**src/hdl/brc_pkg.sv**
```systemverilog
// Constants, types and helpers of the burst read configuration sequencer
//
// Contract
// - Order field 0 gives interleaved addresses, 1 gives sequential.
// - Edge field 0 makes falling clock edge active, 1 rising.
// - Wrap field 0 wraps inside aligned block, 1 runs past it; the code keeps fixed-length interleaved bursts in the block either way.
// - Length codes 001/010/011/111 give 4, 8, 16 words, continuous.
// - Continuous bursts keep incrementing across bank boundaries.
// - Wrapped sequential bursts step modulo length inside the block.
// - Interleaved order is start index XOR a rising count.
// - Aligned no-wrap or continuous starts insert no wait states.
// - Start offset 1..3 adds that many waits at first 16-word crossing.
// - Continuous bursts insert boundary waits only once.
// - Read mode 0 is synchronous, 1 asynchronous, 1 after reset.
// - Wait polarity 0 drives wait active low, 1 active high.
// - Hold field 0 keeps each word one clock, 1 two clocks.
// - Wait timing 0 flags wait state itself, 1 one data cycle early.
// - Latency counts clocks from address latch to first data word.
// - Burst starts on first active edge after select goes low.
// - Data is invalid while wait is asserted with wait timing 0.
package brc_pkg;

    // ------------------------------------------------------------------
    // Widths and register constants
    // ------------------------------------------------------------------
    localparam int          BRC_ADDR_W    = 21;
    localparam int          BRC_DATA_W    = 16;
    localparam logic [15:0] CFG_RESET     = 16'hBFCF;
    localparam logic [15:0] CFG_RSVD_MASK = 16'h4030;

    // Burst length codes
    localparam logic [2:0]  LEN_4         = 3'h1;
    localparam logic [2:0]  LEN_8         = 3'h2;
    localparam logic [2:0]  LEN_16        = 3'h3;
    localparam logic [2:0]  LEN_CONT      = 3'h7;

    // Latency codes and the fallback for reserved codes
    localparam logic [2:0]  LAT_2         = 3'h2;
    localparam logic [2:0]  LAT_3         = 3'h3;
    localparam logic [2:0]  LAT_4         = 3'h4;
    localparam logic [2:0]  LAT_5         = 3'h5;
    localparam logic [2:0]  LAT_FALLBACK  = 3'h5;

    // Last word index of a 16-word array boundary
    localparam logic [3:0]  BND_LAST      = 4'hF;

    // ------------------------------------------------------------------
    // Types
    // ------------------------------------------------------------------
    typedef struct packed {
        logic       read_mode;
        logic       rsvd_hi;
        logic [2:0] latency;
        logic       wait_pol;
        logic       data_hold;
        logic       wait_timing;
        logic       burst_order;
        logic       edge_sel;
        logic [1:0] rsvd_lo;
        logic       wrap_sel;
        logic [2:0] burst_length;
    } brc_cfg_t;

    typedef enum logic [2:0] {
        SLOT_END  = 3'h1,
        SLOT_WAIT = 3'h2,
        SLOT_DATA = 3'h4
    } brc_slot_kind_t;

    typedef struct packed {
        brc_slot_kind_t          kind;
        logic [BRC_ADDR_W-1:0]   addr;
    } brc_slot_t;

    typedef enum logic [3:0] {
        ST_IDLE   = 4'h1,
        ST_ARMED  = 4'h2,
        ST_LAT    = 4'h4,
        ST_STREAM = 4'h8
    } brc_state_t;

    // ------------------------------------------------------------------
    // Decoders
    // ------------------------------------------------------------------
    // Words per burst; zero means continuous (reserved codes too)
    function automatic logic [4:0] burst_words(input logic [2:0] code);
        unique case (code)
            LEN_4:   burst_words = 5'h04;
            LEN_8:   burst_words = 5'h08;
            LEN_16:  burst_words = 5'h10;
            default: burst_words = 5'h00;
        endcase
    endfunction : burst_words

    function automatic logic [2:0] lat_clocks(input logic [2:0] code);
        unique case (code)
            LAT_2, LAT_3, LAT_4, LAT_5: lat_clocks = code;
            default:                    lat_clocks = LAT_FALLBACK;
        endcase
    endfunction : lat_clocks

endpackage : brc_pkg

```
**src/hdl/brc_addr_gen.sv**
```systemverilog
// Word address order generator for one burst index
`timescale 1ns/10ps
`default_nettype none
module brc_addr_gen
    import brc_pkg::*;
#(
    parameter int ADDR_W = BRC_ADDR_W
)
(
    input  wire logic [ADDR_W-1:0] start_addr,
    input  wire logic [ADDR_W-1:0] word_idx,
    input  wire brc_cfg_t          cfg,
    output logic      [ADDR_W-1:0] word_addr
);

    // ------------------------------------------------------------------
    // Block mask and address order
    // ------------------------------------------------------------------
    logic [4:0]        words;
    logic [ADDR_W-1:0] mask;
    logic [ADDR_W-1:0] lin;

    assign words = burst_words(cfg.burst_length);
    assign mask  = {{(ADDR_W-5){1'b0}}, words - 5'h01};
    assign lin   = start_addr + word_idx;

    // Continuous ignores wrap and order; a fixed-length interleaved burst stays in its block
    always_comb
    begin
        if (words == 5'h00)
            word_addr = lin;
        else if (!cfg.burst_order)
            word_addr = (start_addr & ~mask)
                      | ((start_addr ^ word_idx) & mask);
        else if (!cfg.wrap_sel)
            word_addr = (start_addr & ~mask) | (lin & mask);
        else
            word_addr = lin;
    end

endmodule : brc_addr_gen
`default_nettype wire

```
**src/hdl/brc_sequencer.sv**
```systemverilog
// Burst read configuration register and synchronous burst sequencer
`timescale 1ns/10ps
`default_nettype none
module brc_sequencer
    import brc_pkg::*;
#(
    parameter int ADDR_W = BRC_ADDR_W,
    parameter int DATA_W = BRC_DATA_W
)
(
    input  wire logic              sys_clk,
    input  wire logic              reset,
    input  wire logic              clk_en,
    input  wire logic              cfg_wr_en,
    input  wire logic [15:0]       cfg_wdata,
    output logic      [15:0]       cfg_rdata,
    input  wire logic              flash_clk,
    input  wire logic              latch_n,
    input  wire logic              chip_en_n,
    input  wire logic [ADDR_W-1:0] addr_in,
    input  wire logic [DATA_W-1:0] array_rdata,
    output logic      [ADDR_W-1:0] burst_addr,
    output logic      [DATA_W-1:0] dq_out,
    output logic                   dq_oe,
    output logic                   data_valid,
    output logic                   wait_pin
);

    // ------------------------------------------------------------------
    // Declarations
    // ------------------------------------------------------------------
    brc_cfg_t          cfg_r;
    brc_state_t        st_r;
    brc_slot_t         cur_r;
    brc_slot_t         look_r;
    brc_slot_t         gen_slot;
    logic [ADDR_W-1:0] start_r;
    logic [ADDR_W-1:0] word_idx_r;
    logic [ADDR_W-1:0] gen_addr;
    logic [1:0]        wait_left_r;
    logic              waited_r;
    logic [2:0]        lat_cnt_r;
    logic              phase_r;
    logic              k_prev_r;
    logic              sel_prev_r;
    logic [15:0]       cfg_rdata_r;
    logic [ADDR_W-1:0] burst_addr_r;
    logic [DATA_W-1:0] dq_out_r;
    logic              dq_oe_r;
    logic              data_valid_r;
    logic              wait_pin_r;
    logic              sel;
    logic              sel_rise;
    logic              active_edge;
    logic              slot_load;
    logic              gen_step;
    logic              cont;
    logic [4:0]        words;
    logic              wait_eligible;
    logic              wait_int;

    assign cfg_rdata  = cfg_rdata_r;
    assign burst_addr = burst_addr_r;
    assign dq_out     = dq_out_r;
    assign dq_oe      = dq_oe_r;
    assign data_valid = data_valid_r;
    assign wait_pin   = wait_pin_r;

    // ------------------------------------------------------------------
    // Configuration register
    // ------------------------------------------------------------------
    // Reserved bits are never stored, so they always read back as zero
    always_ff @(posedge sys_clk)
    begin
        if (reset)
            cfg_r <= brc_cfg_t'(CFG_RESET);
        else if (clk_en && cfg_wr_en)
            cfg_r <= brc_cfg_t'(cfg_wdata & ~CFG_RSVD_MASK);
    end

    always_ff @(posedge sys_clk)
    begin
        if (reset)
            cfg_rdata_r <= CFG_RESET;
        else if (clk_en)
            cfg_rdata_r <= cfg_r;
    end

    // ------------------------------------------------------------------
    // Pin edge detection
    // ------------------------------------------------------------------
    // Pins are synchronous to sys_clk; the flash clock must run well
    // below half the system rate so that each of its edges is seen
    assign sel         = !latch_n && !chip_en_n;
    assign sel_rise    = sel && !sel_prev_r;
    assign active_edge = cfg_r.edge_sel ? (flash_clk && !k_prev_r)
                                        : (!flash_clk && k_prev_r);

    always_ff @(posedge sys_clk)
    begin
        if (reset)
        begin
            k_prev_r   <= 1'b0;
            sel_prev_r <= 1'b0;
        end
        else if (clk_en)
        begin
            k_prev_r   <= flash_clk;
            sel_prev_r <= sel;
        end
    end

    // ------------------------------------------------------------------
    // Slot generator
    // ------------------------------------------------------------------
    brc_addr_gen #(
        .ADDR_W     (ADDR_W)
    ) u_addr_gen (
        .start_addr (start_r),
        .word_idx   (word_idx_r),
        .cfg        (cfg_r),
        .word_addr  (gen_addr)
    );

    assign words = burst_words(cfg_r.burst_length);
    assign cont  = (words == 5'h00);
    // Only bursts that leave their block can meet an array boundary
    assign wait_eligible = cont || (cfg_r.wrap_sel && cfg_r.burst_order);

    // Next slot: pending waits first, then a word, then the end marker
    always_comb
    begin
        gen_slot.kind = SLOT_DATA;
        gen_slot.addr = gen_addr;
        if (wait_left_r != 2'h0)
        begin
            gen_slot.kind = SLOT_WAIT;
            gen_slot.addr = '0;
        end
        else if (!cont && word_idx_r == {{(ADDR_W-5){1'b0}}, words})
        begin
            gen_slot.kind = SLOT_END;
            gen_slot.addr = '0;
        end
    end

    // Generator state; a fresh latch restarts it from the new address
    always_ff @(posedge sys_clk)
    begin
        if (reset)
        begin
            word_idx_r  <= '0;
            wait_left_r <= 2'h0;
            waited_r    <= 1'b0;
            start_r     <= '0;
        end
        else if (clk_en)
        begin
            if (sel_rise)
            begin
                start_r     <= addr_in;
                word_idx_r  <= '0;
                wait_left_r <= 2'h0;
                waited_r    <= 1'b0;
            end
            else if (gen_step)
            begin
                if (wait_left_r != 2'h0)
                    wait_left_r <= wait_left_r - 2'h1;
                else if (gen_slot.kind == SLOT_DATA)
                begin
                    word_idx_r <= word_idx_r + 1'b1;
                    // Crossing happens once; aligned starts add zero
                    if (wait_eligible && !waited_r &&
                        gen_addr[3:0] == BND_LAST &&
                        (cont || word_idx_r + 1'b1 <
                         {{(ADDR_W-5){1'b0}}, words}))
                    begin
                        wait_left_r <= start_r[1:0];
                        waited_r    <= 1'b1;
                    end
                end
            end
        end
    end

    // ------------------------------------------------------------------
    // Burst control
    // ------------------------------------------------------------------
    assign slot_load = active_edge &&
                       ((st_r == ST_LAT && lat_cnt_r == 3'h1) ||
                        (st_r == ST_STREAM &&
                         (phase_r || !cfg_r.data_hold)));
    assign gen_step  = (active_edge && st_r == ST_ARMED) || slot_load;

    // Chip select release aborts; a new latch restarts at any time
    always_ff @(posedge sys_clk)
    begin
        if (reset)
        begin
            st_r      <= ST_IDLE;
            lat_cnt_r <= 3'h0;
        end
        else if (clk_en)
        begin
            if (chip_en_n)
                st_r <= ST_IDLE;
            else if (sel_rise)
                st_r <= cfg_r.read_mode ? ST_IDLE : ST_ARMED;
            else
            begin
                unique case (st_r)
                    ST_IDLE:   st_r <= ST_IDLE;
                    ST_ARMED:
                        if (active_edge)
                        begin
                            st_r      <= ST_LAT;
                            lat_cnt_r <= lat_clocks(cfg_r.latency);
                        end
                    ST_LAT:
                        if (slot_load)
                            st_r <= ST_STREAM;
                        else if (active_edge)
                            lat_cnt_r <= lat_cnt_r - 3'h1;
                    ST_STREAM:
                        if (slot_load && look_r.kind == SLOT_END)
                            st_r <= ST_IDLE;
                endcase
            end
        end
    end

    // Lookahead pair lets the early wait flag see the coming slot
    always_ff @(posedge sys_clk)
    begin
        if (reset)
        begin
            cur_r  <= '{kind: SLOT_END, addr: '0};
            look_r <= '{kind: SLOT_END, addr: '0};
        end
        else if (clk_en && gen_step && !sel_rise)
        begin
            look_r <= gen_slot;
            if (slot_load)
                cur_r <= look_r;
        end
    end

    // Hold phase: second active edge of a two-clock word
    always_ff @(posedge sys_clk)
    begin
        if (reset)
            phase_r <= 1'b0;
        else if (clk_en)
        begin
            if (slot_load || st_r != ST_STREAM)
                phase_r <= 1'b0;
            else if (active_edge)
                phase_r <= 1'b1;
        end
    end

    // ------------------------------------------------------------------
    // Output registers
    // ------------------------------------------------------------------
    // Asynchronous mode holds wait asserted; idle sync mode releases it
    always_comb
    begin
        if (cfg_r.read_mode)
            wait_int = 1'b1;
        else if (st_r != ST_STREAM)
            wait_int = 1'b0;
        else if (cfg_r.wait_timing)
            wait_int = (look_r.kind == SLOT_WAIT);
        else
            wait_int = (cur_r.kind == SLOT_WAIT);
    end

    always_ff @(posedge sys_clk)
    begin
        if (reset)
        begin
            wait_pin_r   <= 1'b1;
            data_valid_r <= 1'b0;
            burst_addr_r <= '0;
            dq_out_r     <= '0;
            dq_oe_r      <= 1'b0;
        end
        else if (clk_en)
        begin
            wait_pin_r   <= cfg_r.wait_pol ? wait_int : !wait_int;
            data_valid_r <= (st_r == ST_STREAM) &&
                            (cur_r.kind == SLOT_DATA);
            burst_addr_r <= cur_r.addr;
            dq_out_r     <= array_rdata;
            dq_oe_r      <= (st_r == ST_STREAM);
        end
    end
endmodule : brc_sequencer
`default_nettype wire

```
**config.mk**
```make
export PLATFORM = sky130hd
export DESIGN_NAME = brc_sequencer
export DESIGN_NICKNAME = d
export VERILOG_FILES = /design/src/hdl/brc_pkg.sv /design/src/hdl/brc_addr_gen.sv /design/src/hdl/brc_sequencer.sv
export SDC_FILE = /design/constraint.sdc
export NUM_CORES = 1
export LEC_CHECK = 0
export ABC_CLOCK_PERIOD_IN_PS = 3600
export BUFFER_PORTS_ARGS = -buffer_cell sky130_fd_sc_hd__buf_2
export CELL_PAD_IN_SITES_DETAIL_PLACEMENT = 1
export CELL_PAD_IN_SITES_GLOBAL_PLACEMENT = 1
export CORE_ASPECT_RATIO = 0.5
export CORE_MARGIN = 2
export CORE_UTILIZATION = 40
export DETAILED_ROUTE_END_ITERATION = 16
export PLACE_DENSITY = 0.82
export SLEW_MARGIN = 20
export SYNTH_ARGS = -nofsm -noshare
export SYNTH_HDL_FRONTEND = slang
export SYNTH_HIERARCHICAL = 1
export SYNTH_SLANG_ARGS = --single-unit
```
**constraint.sdc**
```tcl
create_clock -name sys_clk -period 3.6 [get_ports sys_clk]
set_input_delay 0.36 -clock sys_clk [delete_from_list [all_inputs] [get_ports sys_clk]]
set_output_delay 0.36 -clock sys_clk [all_outputs]
set_load 0.05 [all_outputs]
```
==> impl_results.md <==
- DR vias: 8066
- DRT antenna net count: 0
- Number of gates resized after cts: 0
- Clock slew at reported path FFs: roughly 70 ps
- Pwr/cell area: 411 nW/um^2
- Syn Inst Count: 1074
- Slew Viols, Final: 0
- RSZ-0062 raised after global routing: false
- Setup TNS: 0 ps
- Seq/Total Area, Yosys: 38.8%
- Max Cap Violations: 0
- Warnings, synthesis: 6
- Crit path launch type: register
- Vias per cell: around 5.5
- R2r endpoint: wait_left_r[0]$_SDFFE_PP0P_
- Cell class contributing the biggest share of worst-path delay: simple AND/OR/NAND/NOR gates
- Cell internal pwr: 2.98 mW
- FF-to-FF Start: cfg_r[0]$_SDFFE_PP1P_
- Mean area per synthesized cell: roughly 8 sq um
- Gr usage total: ~22%
- WP depth: 12
- CTS root buf: clkbuf_16
- Max Buffers Root-to-Sink: 2
- Setup Fix Bufs, Post-CTS: 0
- Area grow syn2layout: 14.7%
- # clock sinks: about 170
- Buffers & Inverters on Critical Path: 0
- Clk_lat worst skew: 440 ps
- Starting DRC count in detailed routing: between 400 and 500
- Largest net degree at the start of global routing: between 100 and 150
- Worst Reg2Reg Path Length in Cells: 12
- Fmax: 325 MHz
- FP Rows: 38
- Full die area: around 23000 sq um
- DRC: 0
- Most common cell after layout, fill and taps aside: dfxtp_1
- Initial antenna violation count: 0
- Post-synth EDFFs: 0
- Die Y: 108 microns
- Antenna cells: 0
- CP startpoint: cfg_r[0]$_SDFFE_PP1P_
- Switching Fraction: roughly 28%
- Setup CP Type: reg -> reg
- VDD IR max: just over 0.2 mV
- I/O pins: between 100 and 150
- Worst Path Max Fanout: 5
- Vias in the first global route: 8000
- GRT overflow: 0
- Clock skew: roughly 11 ps
- Crit path DAT: between 3000 and 4000 ps
- Final wirelength: around 26000 microns
- Final period util: between 80% and 90%
- Worst path max stage delay: about 520 ps
- Fin nets: between 1000 and 1500
- Net switching power figure: 1.14 mW
- CP required: roughly 4000 ps
- Final hold violation count: 0
- Crit-path most repeated cell: nor2_1
- Detailed-placement wirelength estimate: approximately 19000 microns
- Crit path to: wait_left_r[0]$_SDFFE_PP0P_
- Synth top area share: just under 40%
- HP Class: in -> reg
- Hold WS: 157 ps
- Top cells by area, synth: dfxtp_1 (39%), nand2_1 (6.4%), a21oi_1 (6.0%)
- Worst path slowest cell: or3b_2
- Final setup violation count: 0
- First-pass GRT wire length: just over 40000 microns
- Top cell type by total area after synthesis: dfxtp_1
- Share of cells above drive strength 1: about 16%
- Die width: 213 microns
- Reg-to-reg slack, setup: around 530 ps
- TritonCTS clock tree: built
- Port-buffer cells: between 100 and 150
- Slew Limit Headroom: a little over a quarter
- Critical path cell sequence: or3b_2 > ha_1 > a21oi_1 > nor2_1 > o21ai_0 > a221o_1 > nand4_1 > nor2_1 > o211ai_1 > nor4_1 > a31oi_1 > o31ai_1
- CTS Buf Count: 17
- Final min period: between 3000 and 4000 ps
- Reg power frac: 47.2%
- Crit. End Element: register
- Clock power frac: a little over two fifths
- Ys flop type: dfxtp_1
- Outcome: complete, no violations
- Core ar.: between 20000 and 25000 sq um
- Pleak: between 4 and 5 nW
- H-tree levels: 4
- Drt wl/cell: 17.6 microns
- Seq cells post-synth: roughly 170
- Power share of the combinational group: 9.9%
- GPL Wtd Cong: approximately 0.87
- Worst-margin pin slew: approximately 1100 ps
- Synth cell types: 78
- Post-Syn Area: slightly below 9000 sq um
- Drt pass-1 iters: 4
- Post-cts hold buffer count: 0
- Initial Util: 40.5%
- Synth async-reset ratio: 0%
- Commonest non-fill, non-tap cells in the layout: dfxtp_1 (169), nand2_1 (149), nor2_1 (107), buf_2 (107), a21oi_1 (104)
cell type report:
class                           instances  area, sq um
Clock inverter                         13          110
Fill cell                            2671        11500
Inverter                               18         67.6
Timing Repair Buffer                  126          678
Sequential cell                       169         3380
Clock buffer                           19          453
Tap cell                              300          375
Multi-Input combinational cell        809         4950
per-stage QoR:
step / worst slack [ps] / total power [mW] / std cells / cell area [sq um] / utilization, %
finish: 526 / 4.12 / 1454 / 10000 / 46.5
global route: 347 / 4.28 / 1454 / 10000 / 46.5
CTS: 528 / 4.16 / 1454 / 10000 / 46.5
detailed placement: 538 / 2.39 / 1422 / 9450 / 43.9
global placement: 673 / 2.38 / 1422 / 9450 / 43.9
floorplan: 831 / 2.27 / 1076 / 8740 / -
kinds of logic (layout without fill, tap and decap cells):
group           after synthesis  in the layout  share of synthesized area [%]
buf+inv                      98            176                           4.64
other cells                   1              3                         0.0430
compound gates              281            281                           20.7
simple gates                425            425                           23.8
mux                          48             48                           5.52
xor+xnor                     23             23                           2.31
fa+ha+maj                    29             29                           4.24
flops                       169            169                           38.8
state kept, by name (all words and copies together) (netlist names), 2 cells and up:
name,count
burst_addr,21
look_r,24
word_idx_r,21
cur_r,24
st_r,4
dq_out,16
wait_left_r,2
start_r,21
cfg_r,13
cfg_rdata,13
lat_cnt_r,3
metal layers:
| layer | vias to the layer above | track usage, % | routed length [microns] |
|---|---|---|---|
| met5 | - | 0 | 0 |
| met4 | 0 | 6.54 | 297 |
| met3 | 19 | 3.25 | 711 |
| met2 | 108 | 38.6 | 12200 |
| met1 | 3992 | 29.4 | 12400 |
| li1 | 3947 | - | - |
synthesized netlist by cell type (20+ instances only):
cell type	number
o21ai_0	46
nor2_1	107
dfxtp_1	169
a21oi_1	104
mux2i_1	47
nand3_1	20
and3_1	24
nand2_1	149
ha_1	28
clkbuf_1	57
xnor2_1	20
a22oi_1	21
nor2b_1	21
a211o_1	29
power groups by stage:
stage	logic, mW	clock network [mW]	registers (mW)
after global placement	0.390	0	1.99
after detailed placement	0.404	0	1.99
after floorplan	0.214	0	2.05
after global routing	0.439	1.89	1.95
final	0.406	1.77	1.95
after CTS	0.407	1.80	1.95
worst reg2reg max path: cells and delay by family, from the launching register on:
kind                     cells  cell delay (ps)
AND/OR/NAND/NOR              5             1190
AO/OA/AOI/OAI                6             1190
flip-flops                   1              350
adder cells (fa/ha/maj)      1              280
worst min path at each step:
stage,endpoint,cells past startpoint,from
floorplan,waited_r$_SDFFE_PP0P_,2,waited_r$_SDFFE_PP0P_
global placement,phase_r$_SDFFE_PP0P_,2,phase_r$_SDFFE_PP0P_
detailed placement,phase_r$_SDFFE_PP0P_,2,phase_r$_SDFFE_PP0P_
CTS,start_r[1]$_SDFFE_PP0P_,3,addr_in[1]
global route,start_r[0]$_SDFFE_PP0P_,3,addr_in[0]
finish,start_r[11]$_SDFFE_PP0P_,3,addr_in[11]
Power figures use the tool's default switching activity.
